### src/verilog/ceis_pkg.sv
// Shared constants and types for the comparator edge interrupt selector
package ceis_pkg;

	// Channel and group geometry
	localparam int NCH = 12;
	localparam int GRP_SIZE = 4;
	localparam int NGRP = NCH / GRP_SIZE;
	localparam int NGRP_ALL = 6;
	localparam int REG_W = 24;
	localparam int DATA_W = 32;
	localparam int ADDR_W = 10;

	// Register indices; byte address is four times the index
	localparam logic [7:0] IDX_THR = 8'h21;
	localparam logic [7:0] IDX_SEL_LO = 8'h22;
	localparam logic [7:0] IDX_STATUS = 8'h30;
	localparam logic [7:0] IDX_MASK = 8'h31;
	localparam logic [7:0] IDX_LEVEL = 8'h32;
	localparam logic [ADDR_W-1:0] ADDR_THR = {IDX_THR, 2'b00};
	localparam logic [ADDR_W-1:0] ADDR_SEL_LO = {IDX_SEL_LO, 2'b00};
	localparam logic [ADDR_W-1:0] ADDR_STATUS = {IDX_STATUS, 2'b00};
	localparam logic [ADDR_W-1:0] ADDR_MASK = {IDX_MASK, 2'b00};
	localparam logic [ADDR_W-1:0] ADDR_LEVEL = {IDX_LEVEL, 2'b00};

	// Field layout
	localparam int THR_FIELD_W = 2;
	localparam int THR_FIELD_LSB = 0;
	localparam int THR_USED_W = THR_FIELD_W * NGRP_ALL;
	localparam int SEL_FIELD_W = 2;
	localparam int SEL_FIELD_LSB = 0;

	// Reset values
	localparam logic [REG_W-1:0] RST_THR = 24'h000000;
	localparam logic [REG_W-1:0] RST_SEL_LO = 24'h000000;
	localparam logic [NCH-1:0] RST_STATUS = 12'h000;
	localparam logic [NCH-1:0] RST_MASK = 12'h000;

	// Threshold codes, in code order 0..3
	typedef enum logic [1:0] {
		CEIS_THR_2V0,
		CEIS_THR_2V7,
		CEIS_THR_3V0,
		CEIS_THR_4V0
	} ceis_thr_t;
	localparam int THR_MV_2V0 = 2000;
	localparam int THR_MV_2V7 = 2700;
	localparam int THR_MV_3V0 = 3000;
	localparam int THR_MV_4V0 = 4000;

	// Edge selector codes, in code order 0..3
	typedef enum logic [1:0] {
		CEIS_EDGE_NONE,
		CEIS_EDGE_RISE,
		CEIS_EDGE_FALL,
		CEIS_EDGE_BOTH
	} ceis_edge_t;

	// Timing
	localparam int CLK_NS = 40;
	localparam int SETTLE_NS = 160;
	localparam int SETTLE_RAW = (SETTLE_NS + CLK_NS - 1) / CLK_NS;
	localparam int SETTLE_CYCLES = (SETTLE_RAW < 1) ? 1 : SETTLE_RAW;
	localparam int SETTLE_W = 4;

endpackage

### src/verilog/ceis_top.sv
// APB register file, edge selection and interrupt logic for comparator channels 0..11
`timescale 1ns/1ps
`default_nettype none
module ceis_top
	import ceis_pkg::*;
#(
	parameter int SETTLE = ceis_pkg::SETTLE_CYCLES
) (
	input wire logic pclk,
	input wire logic presetn,
	input wire logic ce,
	input wire logic psel,
	input wire logic penable,
	input wire logic pwrite,
	input wire logic [ceis_pkg::ADDR_W-1:0] paddr,
	input wire logic [ceis_pkg::DATA_W-1:0] pwdata,
	input wire logic [3:0] pstrb,
	output logic [ceis_pkg::DATA_W-1:0] prdata,
	output logic pready,
	output logic pslverr,
	input wire logic [ceis_pkg::NCH-1:0] comp_in,
	output logic [ceis_pkg::THR_USED_W-1:0] thr_sel,
	output logic [2*ceis_pkg::NCH-1:0] chan_thr,
	output logic irq
);
	import ceis_pkg::*;

	// Byte-lane merge for 24-bit registers
	function automatic logic [REG_W-1:0] lane_merge(
		input logic [REG_W-1:0] old_val,
		input logic [DATA_W-1:0] wdata,
		input logic [3:0] strb
	);
		logic [REG_W-1:0] res;
		res = old_val;
		for (int b = 0; b < REG_W / 8; b++) begin
			if (strb[b]) begin
				res[8*b +: 8] = wdata[8*b +: 8];
			end
		end
		return res;
	endfunction

	// Registers
	logic [REG_W-1:0] thr_reg;
	logic [REG_W-1:0] thr_next;
	logic [REG_W-1:0] sel_reg;
	logic [REG_W-1:0] sel_next;
	logic [NCH-1:0] status_reg;
	logic [NCH-1:0] status_next;
	logic [NCH-1:0] mask_reg;
	logic [NCH-1:0] mask_next;
	logic pready_reg;
	logic pready_next;
	logic pslverr_reg;
	logic [DATA_W-1:0] prdata_reg;
	logic irq_reg;
	logic [2*NCH-1:0] chan_thr_reg;
	logic [2*NCH-1:0] chan_thr_next;

	// Bus decode
	wire access = psel & penable;
	wire take = access & pready_reg;
	wire first = access & ~pready_reg;
	wire wr_take = take & pwrite;
	wire aligned = (paddr[1:0] == 2'b00);
	wire hit_thr = aligned & (paddr == ADDR_THR);
	wire hit_sel = aligned & (paddr == ADDR_SEL_LO);
	wire hit_status = aligned & (paddr == ADDR_STATUS);
	wire hit_mask = aligned & (paddr == ADDR_MASK);
	wire hit_level = aligned & (paddr == ADDR_LEVEL);
	wire mapped = hit_thr | hit_sel | hit_status | hit_mask | hit_level;
	wire wr_thr = wr_take & hit_thr;
	wire wr_sel = wr_take & hit_sel;
	wire wr_status = wr_take & hit_status;
	wire wr_mask = wr_take & hit_mask;

	// Comparator front end
	logic [NCH-1:0] level;
	logic [NCH-1:0] rise;
	logic [NCH-1:0] fall;

	ceis_edge_det #(
		.N(NCH)
	) u_edge (
		.pclk(pclk),
		.presetn(presetn),
		.ce(ce),
		.comp_async(comp_in),
		.level(level),
		.rise(rise),
		.fall(fall)
	);

	// Threshold register: reserved bits stay zero
	logic [REG_W-1:0] thr_merged;
	assign thr_merged = lane_merge(thr_reg, pwdata, pstrb);
	assign thr_next = wr_thr ? {{(REG_W - THR_USED_W){1'b0}}, thr_merged[THR_USED_W-1:0]} : thr_reg;

	assign sel_next = wr_sel ? lane_merge(sel_reg, pwdata, pstrb) : sel_reg;

	logic [REG_W-1:0] mask_merged;
	assign mask_merged = lane_merge({{(REG_W - NCH){1'b0}}, mask_reg}, pwdata, pstrb);
	assign mask_next = wr_mask ? mask_merged[NCH-1:0] : mask_reg;

	// Write-one-to-clear with byte lanes
	logic [REG_W-1:0] clr_merged;
	logic [NCH-1:0] status_clr;
	assign clr_merged = lane_merge({REG_W{1'b0}}, pwdata, pstrb);
	assign status_clr = wr_status ? clr_merged[NCH-1:0] : {NCH{1'b0}};

	// Per-group settle window after a threshold change
	logic [NGRP-1:0] blank;
	logic [SETTLE_W-1:0] settle_cnt_reg [NGRP];
	logic [SETTLE_W-1:0] settle_cnt_next [NGRP];
	// Threshold flop, synchroniser and edge stage delay a crossing by five cycles
	localparam int EDGE_LAT = 5;
	localparam logic [SETTLE_W-1:0] SETTLE_LOAD = SETTLE_W'(SETTLE + EDGE_LAT);

	genvar g;
	generate
		for (g = 0; g < NGRP; g++) begin : g_grp
			wire changed = wr_thr &
				(thr_next[THR_FIELD_LSB + THR_FIELD_W*g +: THR_FIELD_W] !=
				thr_reg[THR_FIELD_LSB + THR_FIELD_W*g +: THR_FIELD_W]);
			// Comparator output is not trusted while the level moves
			assign settle_cnt_next[g] = changed ? SETTLE_LOAD :
				(settle_cnt_reg[g] != '0) ? settle_cnt_reg[g] - SETTLE_W'(1) : settle_cnt_reg[g];
			assign blank[g] = (settle_cnt_reg[g] != '0);

			always_ff @(posedge pclk or negedge presetn) begin
				if (!presetn) begin
					settle_cnt_reg[g] <= '0;
				end else if (ce) begin
					settle_cnt_reg[g] <= settle_cnt_next[g];
				end
			end
		end
	endgenerate

	// Per-channel edge qualification
	logic [NCH-1:0] evt;

	genvar i;
	generate
		for (i = 0; i < NCH; i++) begin : g_ch
			localparam int GI = i / GRP_SIZE;
			ceis_edge_t mode;
			logic hit;
			assign mode = ceis_edge_t'(sel_reg[SEL_FIELD_LSB + SEL_FIELD_W*i +: SEL_FIELD_W]);
			assign chan_thr_next[2*i +: 2] = thr_reg[THR_FIELD_LSB + THR_FIELD_W*GI +: THR_FIELD_W];

			always_comb begin
				hit = 1'b0;
				unique case (mode)
					CEIS_EDGE_NONE: begin
						hit = 1'b0;
					end
					CEIS_EDGE_RISE: begin
						hit = rise[i];
					end
					CEIS_EDGE_FALL: begin
						hit = fall[i];
					end
					CEIS_EDGE_BOTH: begin
						hit = rise[i] | fall[i];
					end
				endcase
			end

			assign evt[i] = hit & ~blank[GI];
		end
	endgenerate

	// Sticky status: a new event beats a clear
	assign status_next = (status_reg & ~status_clr) | evt;

	// Read path
	logic [DATA_W-1:0] rd_mux;
	assign rd_mux = hit_thr ? {{(DATA_W - REG_W){1'b0}}, thr_reg} :
		hit_sel ? {{(DATA_W - REG_W){1'b0}}, sel_reg} :
		hit_status ? {{(DATA_W - NCH){1'b0}}, status_reg} :
		hit_mask ? {{(DATA_W - NCH){1'b0}}, mask_reg} :
		hit_level ? {{(DATA_W - NCH){1'b0}}, level} :
		{DATA_W{1'b0}};

	// One wait state keeps every bus output on a flop
	assign pready_next = first;

	always_ff @(posedge pclk or negedge presetn) begin
		if (!presetn) begin
			pready_reg <= 1'b0;
			pslverr_reg <= 1'b0;
			prdata_reg <= '0;
		end else if (ce) begin
			pready_reg <= pready_next;
			if (first) begin
				pslverr_reg <= ~mapped;
				prdata_reg <= pwrite ? {DATA_W{1'b0}} : rd_mux;
			end
		end
	end

	// zero code selects the 2 V level
	always_ff @(posedge pclk or negedge presetn) begin
		if (!presetn) begin
			thr_reg <= RST_THR;
			chan_thr_reg <= '0;
		end else if (ce) begin
			thr_reg <= thr_next;
			chan_thr_reg <= chan_thr_next;
		end
	end

	always_ff @(posedge pclk or negedge presetn) begin
		if (!presetn) begin
			sel_reg <= RST_SEL_LO;
		end else if (ce) begin
			sel_reg <= sel_next;
		end
	end

	always_ff @(posedge pclk or negedge presetn) begin
		if (!presetn) begin
			status_reg <= RST_STATUS;
			mask_reg <= RST_MASK;
			irq_reg <= 1'b0;
		end else if (ce) begin
			status_reg <= status_next;
			mask_reg <= mask_next;
			irq_reg <= |(status_next & mask_next);
		end
	end

	assign prdata = prdata_reg;
	assign pready = pready_reg;
	assign pslverr = pslverr_reg;
	assign thr_sel = thr_reg[THR_USED_W-1:0];
	assign chan_thr = chan_thr_reg;
	assign irq = irq_reg;

endmodule
`default_nettype wire

### src/verilog/ceis_edge_det.sv
// Comparator input synchroniser, agreement filter and edge detector
`timescale 1ns/1ps
`default_nettype none
module ceis_edge_det #(
	parameter int N = 12
) (
	input wire logic pclk,
	input wire logic presetn,
	input wire logic ce,
	input wire logic [N-1:0] comp_async,
	output logic [N-1:0] level,
	output logic [N-1:0] rise,
	output logic [N-1:0] fall
);

	logic [N-1:0] s1_reg;
	logic [N-1:0] s2_reg;
	logic [N-1:0] s3_reg;
	logic [N-1:0] level_reg;
	logic [N-1:0] agree;
	logic [N-1:0] level_next;

	// First stage feeds only the second
	always_ff @(posedge pclk or negedge presetn) begin
		if (!presetn) begin
			s1_reg <= '0;
			s2_reg <= '0;
			s3_reg <= '0;
			level_reg <= '0;
		end else if (ce) begin
			s1_reg <= comp_async;
			s2_reg <= s1_reg;
			s3_reg <= s2_reg;
			level_reg <= level_next;
		end
	end

	genvar i;
	generate
		for (i = 0; i < N; i++) begin : g_ch
			assign agree[i] = s2_reg[i] ~^ s3_reg[i];
			assign level_next[i] = agree[i] ? s3_reg[i] : level_reg[i];
			assign rise[i] = ce & level_next[i] & ~level_reg[i];
			assign fall[i] = ce & ~level_next[i] & level_reg[i];
		end
	endgenerate

	assign level = level_reg;

endmodule
`default_nettype wire

### config.mk
export PLATFORM = sky130hd
export DESIGN_NAME = ceis_top
export DESIGN_NICKNAME = d
export VERILOG_FILES = /design/src/verilog/ceis_pkg.sv /design/src/verilog/ceis_top.sv /design/src/verilog/ceis_edge_det.sv
export SDC_FILE = /design/constraint.sdc
export NUM_CORES = 1
export LEC_CHECK = 0
export ABC_AREA = 1
export ABC_CLOCK_PERIOD_IN_PS = 2950
export BUFFER_PORTS_ARGS = -buffer_cell sky130_fd_sc_hd__buf_2
export CAP_MARGIN = 30
export CORE_MARGIN = 4
export CORE_UTILIZATION = 55
export DETAILED_ROUTE_END_ITERATION = 12
export PLACE_DENSITY = 0.78
export SETUP_SLACK_MARGIN = 0.05
export SLEW_MARGIN = 0
export SYNTH_ARGS = -nofsm -noshare
export SYNTH_HDL_FRONTEND = slang
export SYNTH_SLANG_ARGS = --single-unit
### constraint.sdc
create_clock -name pclk -period 2.95 [get_ports pclk]
set_input_delay 0.1475 -clock pclk [delete_from_list [all_inputs] [get_ports pclk]]
set_output_delay 0.1475 -clock pclk [all_outputs]
set_load 0.02 [all_outputs]
==> metrics.md <==
| Metric | Value |
|---|---|
| Clk_lat worst skew | `between 0.4 and 0.5 ns` |
| CTS max path bufs | `2` |
| Fin nets | `between 1000 and 1500` |
| Tmin final | `roughly 2.2 ns` |
| Antenna-violating nets left | `0` |
| Hold-fix buffers, CTS | `27` |
| Hold Path Depth | `3` |
| Power Dens Cells | `approximately 570 mW/mm²` |
| Setup TNS | `0 ns` |
| Die area | `0.0165 mm²` |
| Final GP Congestion | `around 0.95` |
| Drt wl/cell | `between 15 and 20 µm` |
| Comb pwr share | `between 15 and 20%` |
| Cts bufs inserted | `17` |
| Maxcap violations | `0` |
| First-pass GRT wire length | `roughly 34 mm` |
| Vias per cell | `5.41` |
| Internal power | `3.80 mW` |
| CTS tree | `built` |
| Initial antenna violation count | `0` |
| Post-synth ARST share | `100%` |
| 1st-iter DRT viols | `between 600 and 700` |
| Largest net degree at the start of global routing | `around 130` |
| CP required | `3.27 ns` |
| Syn. warnings | `0` |
| Critical path peak fanout | `27` |
| Yosys reg bits | `153` |
| Cell Rows | `43` |
| Rel. slew slack | `45.0%` |
| Initial Utilization | `a little under three fifths` |
| Synth area leader | `dfrtp_1` |
| DRC | `0` |
| Die H | `around 130 µm` |
| Top-count cell post-synth | `nand2_1` |
| Die width | `129 µm` |
| Max-slew violation count | `0` |
| Detail Placement HPWL | `~14 mm` |
| Clock network power share | `a little under two fifths` |
| Post-synth top area share | `~48%` |
| EDFF count, synth | `0` |
| CP endpoint kind | `flop` |
| Reg2Reg Depth | `6` |
| Setup Skew | `0.00670 ns` |
| Predominant post-synthesis flop cell | `dfrtp_1` |
| RSZ-0062 raised after global routing | `false` |
| DR vias | `about 7200` |
| DP Area | `around 0.0086 mm²` |
| Tot Pwr | `roughly 5.4 mW` |
| Reg clk slew, reported paths | `approximately 0.060 ns` |
| Synthesized area | `between 0.008 and 0.009 mm²` |
| Leakage | `between 4 and 5 nW` |
| Sw Share | `29.0%` |
| Sequential area share after synthesis | `a little under half` |
| Setup Crit Path Kind | `flop to flop` |
| Distinct cells, synth | `39` |
| Final instance area | `0.00940 mm²` |
| Layout cells sized above 1 | `16.4%` |
| Outcome | `finished clean` |
| Setup-failing EPs final | `0` |
| Antenna diodes | `0` |
| Drt pass-1 iters | `5` |
| Final period util | `between 70% and 80%` |
| Post-synthesis area per instance | `between 7 and 8 µm²` |
| VDD IR max | `0.436 mV` |
| Final wirelength | `20.6 mm` |
| Post-synthesis cell count | `roughly 1000` |
| Worst setup SP type | `flop` |
| Grt ovf | `0` |
| Post-CTS setup buffers | `0` |
| CP Data Arrival Time | `~2.6 ns` |
| P_sw | `1.55 mW` |
| Root Driver | `clkbuf_16` |
| Main area contributors after synthesis | `dfrtp_1 (48%), nand2_1 (15%), o21ai_0 (7.5%), inv_1 (5.8%), nand4_1 (2.8%)` |
| # fillers | `roughly 1200` |
| I/O Buffers | `about 120` |
| CTS Sinks | `153` |
| P&R area growth vs syn | `17.4%` |
| Sequential share of power | `a little under half` |
| Slew @ Worst Pin | `between 0.8 and 0.9 ns` |
| Min-delay worst type | `input port to flop` |
| All-Layer GR Usage | `25.8%` |
| IO Pins | `~140` |
| Core ar. | `approximately 0.014 mm²` |
| Vias in the first global route | `approximately 6700` |
| Highest clock rate | `roughly 450 MHz` |
| H-tree levels | `4` |
| Hold Vio Cnt, Final | `0` |
| Top cells by count, synth | `nand2_1 (312), dfrtp_1 (153), inv_1 (124)` |
| PostCTS Resize Cnt | `0` |
## per-stage QoR
| step | worst slack, ns | hold slack, ns | instances | util, % |
|---|---|---|---|---|
| 2_1_floorplan | 1.20 | -0.148 | 1035 | - |
| 6_report | 0.708 | 0.0212 | 1335 | 66.9 |
| 3_5_place_dp | 0.687 | 0.0666 | 1278 | 61.2 |
| 3_3_place_gp | 0.745 | 0.0626 | 1278 | 61.2 |
| 4_1_cts | 0.690 | 0.0130 | 1335 | 66.9 |
| 5_1_grt | 0.436 | 0.0342 | 1335 | 66.9 |
## worst max-delay path: stages, from the launching register on
cell,delay [ns]
dfrtp_1,0.41
nor3_1,0.35
inv_2,0.30
nor2_1,0.16
buf_4,0.19
nand3_1,0.35
o31ai_1,0.38
## cell usage in the layout, fill, tap and decap left out, drive strengths merged, types with 26 or more instances in the layout
master,netlist,routed
a21oi,26,26
nand4,36,36
nor2,63,63
o21ai,127,127
nand2,319,319
buf,40,129
dlygate4sd3,0,27
inv,127,127
nand3,44,44
dfrtp,153,153
## cells by family after synthesis
| family | synth area share (%) |
|---|---|
| AND/OR/NAND/NOR | 25.7 |
| buffers and inverters | 10.6 |
| AO/OA/AOI/OAI | 12.9 |
| flip-flops | 47.8 |
| XOR/XNOR | 1.31 |
| multiplexers | 1.13 |
| adder cells (fa/ha/maj) | 0.469 |
| other | 0.0469 |
## routing by layer
metal  routed length (µm)  GRT usage [%]
met1                 9370           38.6
met2                 8950           38.1
met3                 1930           4.48
met4                  357           9.14
met5                    0              0
## final timing paths
path	startpoint	to	slack, ns
worst max-delay path	pready	prdata[22]	0.71
worst min-delay path	pwdata[10]	thr_reg[10]	0.02
worst max register to register	pready	prdata[22]	0.71
worst min register to register	u_edge.s1_reg[2]	u_edge.s1_reg[2]	0.47
max in group asynchronous	presetn	thr_reg[0]	1.94
min in group asynchronous	presetn	prdata[18]	0.18
## power by group through the flow
stage,Clock [mW],Combinational (mW),Sequential [mW]
floorplan,0,0.627,2.47
global placement,0,0.841,2.49
detailed placement,0,0.871,2.50
CTS,1.99,0.912,2.46
global route,2.07,1.06,2.49
finish,1.98,0.910,2.47
## final cells by class
type | count | area (µm²) | share of cell area (%)
clock inverters | 8 | 47.5 | 0.506
well taps | 180 | 225 | 2.40
flip-flops and latches | 153 | 3830 | 40.8
repair buffers | 156 | 980 | 10.4
clock buffers | 22 | 484 | 5.15
inverters | 127 | 477 | 5.07
multi-input cells | 689 | 3350 | 35.7
No activity file was read; power rests on OpenSTA's default activity.
